File: config.mk
export PLATFORM = sky130hd
export DESIGN_NAME = pid_motor_loop
export DESIGN_NICKNAME = d
export VERILOG_FILES = /design/src/hdl/edge_rate_meter.v /design/src/hdl/pid_motor_loop.v
export VERILOG_INCLUDE_DIRS = /design/src /design/src/hdl
export SDC_FILE = /design/constraint.sdc
export NUM_CORES = 2
export LEC_CHECK = 0
export BUFFER_PORTS_ARGS = -buffer_cell sky130_fd_sc_hd__buf_2
export CAP_MARGIN = 20
export CORE_MARGIN = 2
export CORE_UTILIZATION = 30
export DETAILED_ROUTE_END_ITERATION = 6
export PLACE_DENSITY = 0.47
export RECOVER_POWER = 100
export SYNTH_ARGS = -nofsm -noshare
export SYNTH_HDL_FRONTEND = slang
export SYNTH_SLANG_ARGS = --single-unit
File: constraint.sdc
create_clock -name CLK_IN -period 23.6 [get_ports CLK_IN]
set_clock_uncertainty 0.2 [all_clocks]
set_input_delay 1.18 -clock CLK_IN [delete_from_list [all_inputs] [get_ports CLK_IN]]
set_output_delay 1.18 -clock CLK_IN [all_outputs]
set_load 0.02 [all_outputs]
File: src/hdl/motor_loop_regs.vh
// Constants for the closed-loop motor core: register offsets, fields,
// reset values and timing counts. Assumes a 50 MHz system clock.
`ifndef MOTOR_LOOP_REGS_VH
`define MOTOR_LOOP_REGS_VH

// ----------------------------------------------------------------------
// Register offsets (byte addresses, word aligned)
// ----------------------------------------------------------------------
`define ADDR_CTRL      8'h00
`define ADDR_PERIOD    8'h04
`define ADDR_GAIN_P    8'h08
`define ADDR_GAIN_I    8'h0c
`define ADDR_GAIN_D    8'h10
`define ADDR_LIMITS    8'h14
`define ADDR_MEAS      8'h18
`define ADDR_DUTY      8'h1c
`define ADDR_STATUS    8'h20
`define ADDR_ERRORS    8'h24

// ----------------------------------------------------------------------
// Control register fields
// ----------------------------------------------------------------------
`define CTRL_MOTOR_ON   0
`define CTRL_FB_EN      1
`define CTRL_PROBE_FB   2
`define CTRL_PROBE_IN   3
`define CTRL_SLEEP      4
`define CTRL_FB_FREQ    5
`define CTRL_IN_PULSE   6
`define CTRL_RESET      32'h0000_0000

// ----------------------------------------------------------------------
// Reset values and numeric limits
// ----------------------------------------------------------------------
`define PERIOD_RESET    8'h01
`define LIMITS_RESET    32'h0000_0258
`define DUTY_MAX        600
`define SETTLE_BAND     20
`define SPEED_OFFSET    2048
`define INTEG_MAX       32'sh000f_ffff

// ----------------------------------------------------------------------
// Timing
// ----------------------------------------------------------------------
`define CLK_HZ          50000000
`define MS_NS           1000000
`define CLK_NS          20
`define MS_CYCLES       (`MS_NS / `CLK_NS)
`define PROBE_NS        150000
`define PROBE_CYCLES    (`PROBE_NS / `CLK_NS)
`define SLOW_BLINK_HZ   1
`define FAST_BLINK_HZ   16
`define SLOW_HALF       (`CLK_HZ / (2 * `SLOW_BLINK_HZ))
`define FAST_HALF       (`CLK_HZ / (2 * `FAST_BLINK_HZ))
`define PWM_STEPS       600

`endif

File: src/hdl/edge_rate_meter.v
// Two-stage synchroniser plus rising-edge counter for one pin.
// Assumes the pin is asynchronous to CLK; count is latched by sample_in.
`timescale 1ns/1ns
module edge_rate_meter #(
  parameter W = 12
) (
  input wire clk_in,
  input wire arst_n_in,
  input wire pin_in,
  input wire sample_in,
  output reg [W-1:0] rate_out,
  output wire level_out,
  output reg [W-1:0] high_out
);
  reg s1_q;
  reg s2_q;
  reg s3_q;
  reg [W-1:0] cnt_q;
  reg [W-1:0] hcnt_q;
  wire rise = s2_q & ~s3_q;

  assign level_out = s2_q;

  always @(posedge clk_in or negedge arst_n_in) begin
    if (!arst_n_in) begin
      s1_q <= 1'b0;
      s2_q <= 1'b0;
      s3_q <= 1'b0;
      cnt_q <= {W{1'b0}};
      hcnt_q <= {W{1'b0}};
      rate_out <= {W{1'b0}};
      high_out <= {W{1'b0}};
    end else begin
      s1_q <= pin_in;
      s2_q <= s1_q;
      s3_q <= s2_q;
      if (sample_in) begin
        rate_out <= cnt_q;
        high_out <= hcnt_q;
        cnt_q <= {W{1'b0}};
        hcnt_q <= {W{1'b0}};
      end else begin
        // Saturate rather than wrap
        if (rise && cnt_q != {W{1'b1}})
          cnt_q <= cnt_q + 1'b1;
        if (s2_q && hcnt_q != {W{1'b1}})
          hcnt_q <= hcnt_q + 1'b1;
      end
    end
  end
endmodule // edge_rate_meter

File: src/hdl/pid_motor_loop.v
// Closed-loop single-motor PID core with PWM, fault and status outputs.
// Assumes ADC samples arrive as sync words on the CLK domain; pins sync'd.
//
// Contract
// Error LED lights when any error other than held-off stops the motor.
// Fault pin driven high on error, otherwise released, never driven low.
// Status LED off while a non-held-off error stops the motor.
// Status LED blinks once per second if held off or speed duty zero.
// Status LED steady when on and settled (within 20, or duty at target).
// Status LED blinks sixteen times per second when on but unsettled.
// Aux pin high while powered, released only during sleep.
// Probe enabled: aux driven low about 150 us each PID period.
// Transmit line sends non-inverted serial bytes from replies or host.
// Control input used per mode: serial, analog sample, or pulse width. No serial mode here: CTRL_IN_PULSE picks pulse width, else the ADC sample.
// Feedback is analog voltage or rate of rising edges in frequency mode.
// Active-low reset input resets the controller; pulled high externally.
// Computation stages run once per PID period, set in 1 ms steps.
// Input measured 0..4095, scaled into a 0..4095 target. Pulse mode divides the 12-bit ctl_high by 33, reaching only 0..124.
// Feedback measured 0..4095, scaled feedback min 0 max 4095.
// Motor current measured as unsigned 0..255.
// Error equals scaled feedback minus target each period.
// Duty target is P+I+D sum, bounded to -600..+600.
// Duty target reduced by acceleration, current and max-duty limits.
// Duty signed: +600 full forward, -600 full reverse, 0 off.
// Feedback disabled: duty target equals target minus 2048, limits kept.
// Commanded off stops driving yet keeps measuring and computing.
// Integral and intermediate PID arithmetic saturate, never flip sign.
//
// Decided for this implementation: the register offsets and the plain strobed port.
`timescale 1ns/1ns
`include "motor_loop_regs.vh"
module pid_motor_loop #(
  parameter MS_CYCLES = `MS_CYCLES,
  parameter SLOW_HALF = `SLOW_HALF,
  parameter FAST_HALF = `FAST_HALF
) (
  input wire CLK_IN,
  input wire ARST_N_IN,
  input wire [7:0] ADDR_IN,
  input wire [31:0] WDATA_IN,
  input wire WR_IN,
  input wire RD_IN,
  output reg [31:0] RDATA_OUT,
  input wire [11:0] INPUT_ADC_IN,
  input wire [11:0] FEEDBACK_ADC_IN,
  input wire [7:0] CURRENT_ADC_IN,
  input wire CONTROL_IN,
  input wire feedback_in,
  input wire SERIAL_TX_DATA_IN,
  output reg SERIAL_TX_OUT,
  output reg [15:0] ERROR_FLAGS_OUT,
  output reg PWM_OUT,
  output reg DIR_OUT,
  output reg FAULT_OUT,
  output reg FAULT_OE_OUT,
  output reg AUX_OUT,
  output reg AUX_OE_OUT,
  output reg ERR_LED_OUT,
  output reg STATUS_LED_OUT
);
  // --------------------------------------------------------------------
  // Helpers
  // --------------------------------------------------------------------
  function signed [31:0] clamp;
    input signed [47:0] v;
    input signed [31:0] lim;
    begin
      if (v > lim)
        clamp = lim;
      else if (v < -lim)
        clamp = -lim;
      else
        clamp = v[31:0];
    end
  endfunction

  function [11:0] sat12;
    input signed [31:0] v;
    begin
      if (v < 0)
        sat12 = 12'h000;
      else if (v > 32'sd4095)
        sat12 = 12'hfff;
      else
        sat12 = v[11:0];
    end
  endfunction

  // --------------------------------------------------------------------
  // Registers
  // --------------------------------------------------------------------
  reg [31:0] ctrl_q;
  reg [7:0] period_q;
  reg signed [15:0] kp_q;
  reg signed [15:0] ki_q;
  reg signed [15:0] kd_q;
  reg [31:0] limits_q;
  reg [15:0] errors_q;
  wire [9:0] max_duty = limits_q[9:0];
  wire [9:0] max_accel = limits_q[19:10];
  wire [7:0] max_current = limits_q[27:20];

  always @(posedge CLK_IN or negedge ARST_N_IN) begin
    if (!ARST_N_IN) begin
      ctrl_q <= `CTRL_RESET;
      period_q <= `PERIOD_RESET;
      kp_q <= 16'sh0000;
      ki_q <= 16'sh0000;
      kd_q <= 16'sh0000;
      limits_q <= `LIMITS_RESET;
      errors_q <= 16'h0000;
    end else if (WR_IN) begin
      case (ADDR_IN)
        `ADDR_CTRL: ctrl_q <= WDATA_IN;
        `ADDR_PERIOD: period_q <= (WDATA_IN[7:0] == 8'h00) ?
                                  8'h01 : WDATA_IN[7:0];
        `ADDR_GAIN_P: kp_q <= WDATA_IN[15:0];
        `ADDR_GAIN_I: ki_q <= WDATA_IN[15:0];
        `ADDR_GAIN_D: kd_q <= WDATA_IN[15:0];
        `ADDR_LIMITS: limits_q <= WDATA_IN;
        `ADDR_ERRORS: errors_q <= WDATA_IN[15:0];
        default: ;
      endcase
    end
  end

  // --------------------------------------------------------------------
  // Pin sync and PID period timer
  // --------------------------------------------------------------------
  reg ctl1_q;
  reg ctl2_q;
  reg [31:0] ms_cnt_q;
  reg [7:0] per_cnt_q;
  reg tick_q;
  wire [11:0] fb_rate;
  wire [11:0] ctl_high;
  wire fb_level;

  always @(posedge CLK_IN or negedge ARST_N_IN) begin
    if (!ARST_N_IN) begin
      ctl1_q <= 1'b0;
      ctl2_q <= 1'b0;
      ms_cnt_q <= 32'h0000_0000;
      per_cnt_q <= 8'h00;
      tick_q <= 1'b0;
    end else begin
      ctl1_q <= CONTROL_IN;
      ctl2_q <= ctl1_q;
      tick_q <= 1'b0;
      if (ms_cnt_q == MS_CYCLES - 1) begin
        ms_cnt_q <= 32'h0000_0000;
        if (per_cnt_q + 8'h01 >= period_q) begin
          per_cnt_q <= 8'h00;
          tick_q <= 1'b1;
        end else begin
          per_cnt_q <= per_cnt_q + 8'h01;
        end
      end else begin
        ms_cnt_q <= ms_cnt_q + 32'h0000_0001;
      end
    end
  end

  // Pulse width counted in 20 ns clocks; /33 approximates 2/3 us units
  edge_rate_meter #(.W(12)) u_fb (
    .clk_in(CLK_IN),
    .arst_n_in(ARST_N_IN),
    .pin_in(feedback_in),
    .sample_in(tick_q),
    .rate_out(fb_rate),
    .level_out(fb_level),
    .high_out()
  );

  edge_rate_meter #(.W(12)) u_ctl (
    .clk_in(CLK_IN),
    .arst_n_in(ARST_N_IN),
    .pin_in(CONTROL_IN),
    .sample_in(tick_q),
    .rate_out(),
    .level_out(),
    .high_out(ctl_high)
  );

  // --------------------------------------------------------------------
  // Measurement and PID pipeline, one pass per period
  // --------------------------------------------------------------------
  reg [11:0] input_q;
  reg [11:0] feedback_q;
  reg [7:0] current_q;
  reg signed [31:0] error_q;
  reg signed [31:0] prev_err_q;
  reg signed [31:0] integ_q;
  reg signed [31:0] duty_tgt_q;
  reg signed [31:0] duty_q;
  reg [2:0] stage_q;
  localparam ST_IDLE = 3'd0;
  localparam ST_ERR = 3'd1;
  localparam ST_PID = 3'd2;
  localparam ST_LIM = 3'd3;

  wire signed [31:0] target_s = {20'h00000, input_q};
  wire signed [31:0] fb_s = {20'h00000, feedback_q};
  wire signed [47:0] p_term = kp_q * error_q;
  wire signed [47:0] i_term = ki_q * integ_q;
  wire signed [47:0] d_term = kd_q * (error_q - prev_err_q);
  wire signed [47:0] pid_sum = p_term + i_term + d_term;
  wire signed [47:0] integ_next = integ_q + error_q;
  wire signed [31:0] dmax = {22'h000000, max_duty};
  wire signed [31:0] dacc = {22'h000000, max_accel};
  wire over_current = max_current != 8'h00 && current_q > max_current;
  wire signed [31:0] accel_lim = (duty_tgt_q > duty_q + dacc) ?
    duty_q + dacc : (duty_tgt_q < duty_q - dacc) ? duty_q - dacc :
    duty_tgt_q;

  always @(posedge CLK_IN or negedge ARST_N_IN) begin
    if (!ARST_N_IN) begin
      input_q <= 12'h000;
      feedback_q <= 12'h000;
      current_q <= 8'h00;
      error_q <= 32'sh0;
      prev_err_q <= 32'sh0;
      integ_q <= 32'sh0;
      duty_tgt_q <= 32'sh0;
      duty_q <= 32'sh0;
      stage_q <= ST_IDLE;
    end else begin
      case (stage_q)
        ST_IDLE: if (tick_q) begin

          input_q <= ctrl_q[`CTRL_IN_PULSE] ?
                     sat12({20'h00000, ctl_high} / 32'sd33) : INPUT_ADC_IN;

          feedback_q <= ctrl_q[`CTRL_FB_FREQ] ? fb_rate : FEEDBACK_ADC_IN;
          current_q <= CURRENT_ADC_IN;
          stage_q <= ST_ERR;
        end
        ST_ERR: begin
          prev_err_q <= error_q;
          error_q <= fb_s - target_s;
          stage_q <= ST_PID;
        end
        ST_PID: begin
          if (ctrl_q[`CTRL_FB_EN]) begin
            integ_q <= clamp(integ_next, `INTEG_MAX);
            duty_tgt_q <= clamp(pid_sum, `DUTY_MAX);
          end else begin
            duty_tgt_q <= target_s - `SPEED_OFFSET;
          end
          stage_q <= ST_LIM;
        end
        ST_LIM: begin
          // limits always applied; off only gates the bridge
          if (over_current)
            duty_q <= duty_q / 2;
          else
            duty_q <= clamp({{16{accel_lim[31]}}, accel_lim}, dmax);
          stage_q <= ST_IDLE;
        end
        default: stage_q <= ST_IDLE;
      endcase
    end
  end

  // --------------------------------------------------------------------
  // PWM, status and aux
  // --------------------------------------------------------------------
  reg [9:0] pwm_cnt_q;
  reg [31:0] slow_q;
  reg [31:0] fast_q;
  reg slow_led_q;
  reg fast_led_q;
  reg [31:0] probe_q;
  wire held_off = ~ctrl_q[`CTRL_MOTOR_ON];
  wire stop_err = |errors_q;
  wire [31:0] duty_mag = duty_q[31] ? -duty_q : duty_q;
  wire signed [31:0] diff = target_s - fb_s;
  wire settled = ctrl_q[`CTRL_FB_EN] ?
    (diff <= `SETTLE_BAND && diff >= -`SETTLE_BAND) :
    (duty_q == duty_tgt_q);
  wire probe_en = ctrl_q[`CTRL_PROBE_FB] | ctrl_q[`CTRL_PROBE_IN];

  always @(posedge CLK_IN or negedge ARST_N_IN) begin
    if (!ARST_N_IN) begin
      pwm_cnt_q <= 10'h000;
      slow_q <= 32'h0;
      fast_q <= 32'h0;
      slow_led_q <= 1'b0;
      fast_led_q <= 1'b0;
      probe_q <= 32'h0;
      PWM_OUT <= 1'b0;
      DIR_OUT <= 1'b0;
      FAULT_OUT <= 1'b0;
      FAULT_OE_OUT <= 1'b0;
      AUX_OUT <= 1'b0;
      AUX_OE_OUT <= 1'b0;
      ERR_LED_OUT <= 1'b0;
      STATUS_LED_OUT <= 1'b0;
      SERIAL_TX_OUT <= 1'b1;
      ERROR_FLAGS_OUT <= 16'h0000;
    end else begin
      pwm_cnt_q <= (pwm_cnt_q == `PWM_STEPS - 1) ? 10'h000 :
                   pwm_cnt_q + 10'h001;

      PWM_OUT <= ~held_off & ~stop_err & ({22'h0, pwm_cnt_q} < duty_mag);
      DIR_OUT <= duty_q[31];
      slow_q <= (slow_q == SLOW_HALF - 1) ? 32'h0 : slow_q + 32'h1;
      fast_q <= (fast_q == FAST_HALF - 1) ? 32'h0 : fast_q + 32'h1;
      if (slow_q == SLOW_HALF - 1)
        slow_led_q <= ~slow_led_q;
      if (fast_q == FAST_HALF - 1)
        fast_led_q <= ~fast_led_q;
      ERR_LED_OUT <= stop_err;
      // Open-drain style so several fault lines may be tied
      FAULT_OUT <= 1'b1;
      FAULT_OE_OUT <= stop_err;
      if (stop_err)
        STATUS_LED_OUT <= 1'b0;
      else if (held_off || (!ctrl_q[`CTRL_FB_EN] && duty_q == 0))
        STATUS_LED_OUT <= slow_led_q;
      else if (settled)
        STATUS_LED_OUT <= 1'b1;
      else
        STATUS_LED_OUT <= fast_led_q;
      if (tick_q && probe_en)
        probe_q <= `PROBE_CYCLES;
      else if (probe_q != 32'h0)
        probe_q <= probe_q - 32'h1;
      AUX_OUT <= (probe_q == 32'h0);
      // Sleep releases the pin even mid-probe; the rest of the controller keeps running
      AUX_OE_OUT <= ~ctrl_q[`CTRL_SLEEP];
      SERIAL_TX_OUT <= SERIAL_TX_DATA_IN;
      ERROR_FLAGS_OUT <= errors_q;
    end
  end

  // --------------------------------------------------------------------
  // Read port
  // --------------------------------------------------------------------
  always @(posedge CLK_IN or negedge ARST_N_IN) begin
    if (!ARST_N_IN) begin
      RDATA_OUT <= 32'h0;
    end else if (RD_IN) begin
      case (ADDR_IN)
        `ADDR_CTRL: RDATA_OUT <= ctrl_q;
        `ADDR_PERIOD: RDATA_OUT <= {24'h0, period_q};
        `ADDR_GAIN_P: RDATA_OUT <= {16'h0, kp_q};
        `ADDR_GAIN_I: RDATA_OUT <= {16'h0, ki_q};
        `ADDR_GAIN_D: RDATA_OUT <= {16'h0, kd_q};
        `ADDR_LIMITS: RDATA_OUT <= limits_q;
        `ADDR_MEAS: RDATA_OUT <= {current_q, feedback_q, input_q};
        `ADDR_DUTY: RDATA_OUT <= {duty_tgt_q[15:0], duty_q[15:0]};
        `ADDR_STATUS: RDATA_OUT <= {29'h0, settled, fb_level, ctl2_q};
        `ADDR_ERRORS: RDATA_OUT <= {16'h0, errors_q};
        default: RDATA_OUT <= 32'h0;
      endcase
    end else begin
      RDATA_OUT <= 32'h0;
    end
  end
endmodule // pid_motor_loop

After elaboration in Yosys (flattened, before gate mapping). Index checks and enable logic that the tools add are counted. W data, S select, Z words.

Word-level logic and storage cells: 180. Register bits: 551. Input port bits: 79. Output and inout bits: 57.

Equal/unequal tests: 20. Multiplexer cells: 37. Div/mod/pow operators: 1. $mul: 3. Reductions and logical operators: 28. Bitwise gates (word level): 11. Order comparisons: 15. Add/subtract/negate cells: 21.

Operator list (count): $mux W32 (17); $pmux W32 S10 (1); $add A32 B1 Y32 const B (3); $add A48 B48 Y48 (2); $mux W12 (8); $logic_not A32 Y1 (2); $gt A48 B11 Y1 const B (1); $lt A32 B48 Y1 (1); $lt A48 B11 Y1 const B (1); $mul A16 B32 Y48 (1); $mul A16 B33 Y48 (1); $neg A10 Y48 (1); $add A32 B13 Y33 (1); $gt A33 B21 Y1 const B (1); $lt A33 B21 Y1 const B (1); $add A32 B1 Y32 (1); $add A32 B11 Y32 (1); $div A12 B6 Y32 const B (1); $eq A32 B16 Y1 const B (1); $eq A32 B21 Y1 const B (1); $eq A32 B25 Y1 const B (1); $eq A32 B32 Y1 (1); $eq A8 B5 Y1 const B (4); $gt A32 B11 Y1 (1); other kinds (46) (82).

Logic depth before layout (Yosys ltp).
Depth after elaboration: 8. Mapped depth: 62. Mapped depth without buffers: 59.

Hierarchy. Synthesis repeated with hierarchy kept, for this count alone.

Cells, all modules: 8048. Area, all modules: 74742.9 µm².

By module, submodules not included: pid_motor_loop (cells each 7662, area each 70020.9 µm², sequential area each 12494.5 µm², instances 1); edge_rate_meter (cells each 193, area each 2361.0 µm², sequential area each 1276.2 µm², instances 2).

Least setup slack after synthesis. No wires, ideal clock.

Path kind: flip-flop to flip-flop. Start: register error_q[1]. End: register duty_tgt_q[2]. Library setup time: 0.083 ns. Buffers on the path: 4. Required time: 23.317 ns. Arrival: 14.734 ns. Cell stages (with the launch flop): 62. Clock period less this slack: 15.017 ns. Path slack: 8.583 ns. Path through: dfrtp_1 clkbuf_1 clkbuf_1 nand2_1 fa_1 inv_1 fa_1 inv_1 fa_1 inv_1 ha_1 inv_1 fa_1 inv_1 ha_1 ha_1 a21oi_1 o21ai_0 [26 not listed] inv_1 o21ai_0 a21o_1 a21oi_1 o21ai_0 a21o_1 a21o_1 and3_1 a311o_1 and3_1 o21a_1 o32a_1 or2_2 o41ai_1 and2_1 clkbuf_1 nand2_1 o21ai_0.

Word-level cells in the longest chain between the ends: 7. Elaborated cells on any way between the ends: 10. Those cells by class: add/sub (3); mul (2); order compare (2); mux (3).

Ends and longest elaborated chain: from (decl) (line pid_motor_loop.v:191) `reg signed [31:0] error_q;`; from (signal assigned) (line pid_motor_loop.v:240) `error_q <= fb_s - target_s;`; $sub A13 B13 Y14 / $mul A16 B13 Y29 (equally long branches) (line pid_motor_loop.v:206, pid_motor_loop.v:204); $mul A16 B33 Y48 / $add A48 B48 Y48 (equally long branches) (line pid_motor_loop.v:206, pid_motor_loop.v:207); $add A48 B48 Y48 * (line pid_motor_loop.v:207) `wire signed [47:0] pid_sum = p_term + i_term + d_term;`; $lt A48 B11 Y1 (line pid_motor_loop.v:70) `else if (v < -lim)`; $mux W32 (line pid_motor_loop.v:70); $mux W32 * (line pid_motor_loop.v:68) `if (v > lim)`; $mux W32 * (line pid_motor_loop.v:244) `` if (ctrl_q[`CTRL_FB_EN]) begin ``; to (signal assigned) (line pid_motor_loop.v:246) `` duty_tgt_q <= clamp(pid_sum, `DUTY_MAX); ``; to (signal assigned) (line pid_motor_loop.v:248) `` duty_tgt_q <= target_s - `SPEED_OFFSET; ``; to (decl) (line pid_motor_loop.v:194) `reg signed [31:0] duty_tgt_q;`.

Every way passes the cells marked *; elsewhere a longest branch is shown, timed or not. A chain may end at the register's enable or synchronous reset.

Final worst setup path.
Start: register error_q[1]. End: register duty_tgt_q[17].

The elaborated chain is that of the path after synthesis.

==> impl_results.md <==
- Status: finished, violations left
- Failing checks: capacitance limit, slew limit
- Post-place instance area: 0.07525 sq mm
- CTS clk-pin slew, worst paths: about 0.060 ns
- Post-DP HPWL: around 180000 um
- Num ports: approximately 140
- Max Cap Viol: 19
- Share of power burned in registers: a little under two fifths
- Drt first-iter violations: between 3000 and 4000
- Residual DRC: 0
- Post-synth EDFFs: 0
- Synth warn: 0
- Tmin final: roughly 17 ns
- DIE AREA: 0.2405 sq mm
- CTS tree: done
- Clock Path Buffers: 3
- Slew HR: -258.5%
- Crit path required time: 23.92 ns
- Worst slew pin tran: between 5 and 6 ns
- FMAX: 0.05777 GHz
- Resize count post-CTS: 0
- Setup crit end kind: flop
- CP peak stage delay: about 1.2 ns
- RSZ-0062 raised after global routing: no
- Post-route cell area: 0.07741 sq mm
- Vias: 53970
- Clock network power share: 41.1%
- Syn_nets: approximately 9200
- First-pass GRT wire length: roughly 360000 um
- Initial Util: 30.17%
- Cell variety after synth: a little under 100
- Htree depth: 3
- Post-synthesis instance area: ~0.07 sq mm
- Most frequent cells in the layout: inv_1, fa_1, nand2_1
- Comb power frac: a little over a fifth
- Tcrit/Tclk final: approximately three quarters
- Post-synth top area share: about 30%
- Mean Syn Cell Area: 9.291 sq um
- Initial antenna violation count: 12
- Die X: ~490 um
- Nets: 9228
- Seq/Total Area, Yosys: 19.40%
- Final hold vios: 0
- DR pass1 iterations: 6
- Leakage: about 0.038 uW
- Synth top area cells: fa_1, dfrtp_1, ha_1, inv_1, nand2_1
- Grt total ovfl: 0
- Clock sink count: 550
- Hold-fix buffer count after cts: 0
- WL/cell: about 21 um
- Layout cells sized above 1: roughly 7%
- Crit path DAT: 17.63 ns
- Ys flop type: dfrtp_1
- Number of nets still failing antenna checks after routing: 0
- Vias in the first global route: 57260
- Clock tree root driver cell: clkbuf_16
- Die height: just under 500 um
- Clk Latency, worst-skew pair: 0.70 ns
- Routability cong.: about 0.92
- CTS Buf Count: 68
- Port bufs: between 100 and 150
- CP Max Fanout: 22
- Postcts setup bufs: 0
- Max Slew Vio Count: between 900 and 1000
- GRT Total Usage: between 15 and 20%
- Area Growth Syn to Fin: 9.076%
- Site row count: 178
- Tightest Hold Check Type: reg -> reg
- Fillers: approximately 25000
- Routed WL: ~230000 um
- Sw Ratio: about 33%
- Crit Path Category: reg -> reg
- CP startpoint kind: flop
- Worst path slowest cell: clkbuf_1
- CORE AREA: 0.2352 sq mm
- Largest net degree at the start of global routing: roughly 100
- Vias per std cell: 4.984
- Count of final setup violators: 0
- Pwr per Cell Area: about 35 mW/mm^2
- Internal power: about 1800 uW
- Syn Inst Count: 7638
- Most common cell after layout, fill and taps aside: inv_1
- Net load switching power: roughly 910 uW
- Async SR Flop Fraction: 100.0%
- Final setup TNS: 0 ns
- Synthesized flop and latch total: 550
- Max VDD drop: approximately 56 uV
- Yosys top cell by area: fa_1
## path summary, 6_finish.rpt
path,slack [ns],endpoint,cells after the start,start
min in group asynchronous,2.23,ERROR_FLAGS_OUT[12],1,ARST_N_IN
hold reg to reg,0.15,u_fb.level_out,0,u_fb.s1_q
hold / removal,0.15,u_fb.level_out,0,u_fb.s1_q
setup / recovery,6.29,duty_tgt_q[17],58,error_q[1]
setup reg to reg,6.29,duty_tgt_q[17],58,error_q[1]
max in group asynchronous,9.10,slow_q[17],5,ARST_N_IN
## per-stage QoR
step	instances	worst slack, ns	util, %	hold WS [ns]	total power (uW)
final	10830	6.291	32.91	0.1499	2748
after global routing	10830	4.770	32.91	0.1573	2881
after CTS	10830	7.627	33.01	0.1534	2778
after detailed placement	10710	7.704	32.00	0.1396	1629
after global placement	10700	7.725	31.99	0.1507	1621
after floorplan	7638	8.583	-	0.1312	1407
## layout make-up
cell class	instances	area, sq um	area share, %
Clock buffer	96	1947	2.515
Sequential cell	550	13780	17.80
Timing Repair Buffer	241	1287	1.663
Multi-Input combinational cell	5480	51190	66.13
Inverter	1285	4823	6.231
Tap cell	3150	3941	5.092
Antenna cell	4	10.01	0.01293
Clock inverter	24	431.7	0.5577
## power groups by stage
stage	logic [uW]	registers (uW)	clock network (uW)
after floorplan	400	1010	0
after global placement	589	1030	0
after detailed placement	596	1030	0
after CTS	600	1020	1160
after global routing	667	1020	1190
final	602	1020	1130
## Yosys cell counts (72+ instances only)
library cell,number
inv_1,1283
fa_1,1059
nand2_1,915
dfrtp_1,544
ha_1,464
nor2_1,337
clkbuf_1,293
and2_1,275
xnor2_1,254
a21oi_1,247
o21ai_0,243
mux2_2,202
xor2_1,170
nand3_1,126
nand2b_1,118
nor3_1,97
a22oi_1,82
nand4_1,73
a21o_1,72
## metal layers
layer | part of all wire [%] | vias up | GRT usage (%) | routed length (um)
met2 | 47 | 1318 | 31.62 | 107800
met1 | 45 | 27910 | 26.68 | 103800
li1 | - | 24460 | - | -
met3 | 4.6 | 291 | 2.153 | 10560
met5 | 0.0057 | - | 0 | 13
met4 | 3.0 | 2 | 5.362 | 6886
## sequential cells by signal, summed over array words and instances (netlist names), 12 cells and up
| name | cells |
|---|---|
| ERROR_FLAGS_OUT | 16 |
| RDATA_OUT | 32 |
| ctrl_q | 32 |
| duty_q | 32 |
| duty_tgt_q | 32 |
| error_q | 13 |
| errors_q | 16 |
| fast_q | 32 |
| feedback_q | 12 |
| input_q | 12 |
| integ_q | 32 |
| kd_q | 16 |
| ki_q | 16 |
| kp_q | 16 |
| limits_q | 32 |
| ms_cnt_q | 32 |
| prev_err_q | 13 |
| probe_q | 32 |
| slow_q | 32 |
| u_ctl.hcnt_q | 12 |
| u_ctl.high_out | 12 |
| u_fb.cnt_q | 12 |
| u_fb.rate_out | 12 |
## critical path, delay by kind of cell (launching register included)
family / cells / cell delay, ns
AND/OR/NAND/NOR: 4 / 0.71
AO/OA/AOI/OAI: 26 / 5.36
XOR/XNOR: 2 / 0.50
adder cells (fa/ha/maj): 15 / 6.71
buffers and inverters: 11 / 2.70
flip-flops: 1 / 0.93
## cell families after synthesis
family                     share of synthesized area, %
other                                          0.005284
and+or+nand+nor                                   15.13
muxes                                             3.854
adders and majority gates                         38.05
AOI/OAI and AO/OA                                 9.776
buffers and inverters                             8.523
DFF                                               19.40
xor gates and xnor gates                          5.256
Note: power is estimated with default switching activity, not from simulation.
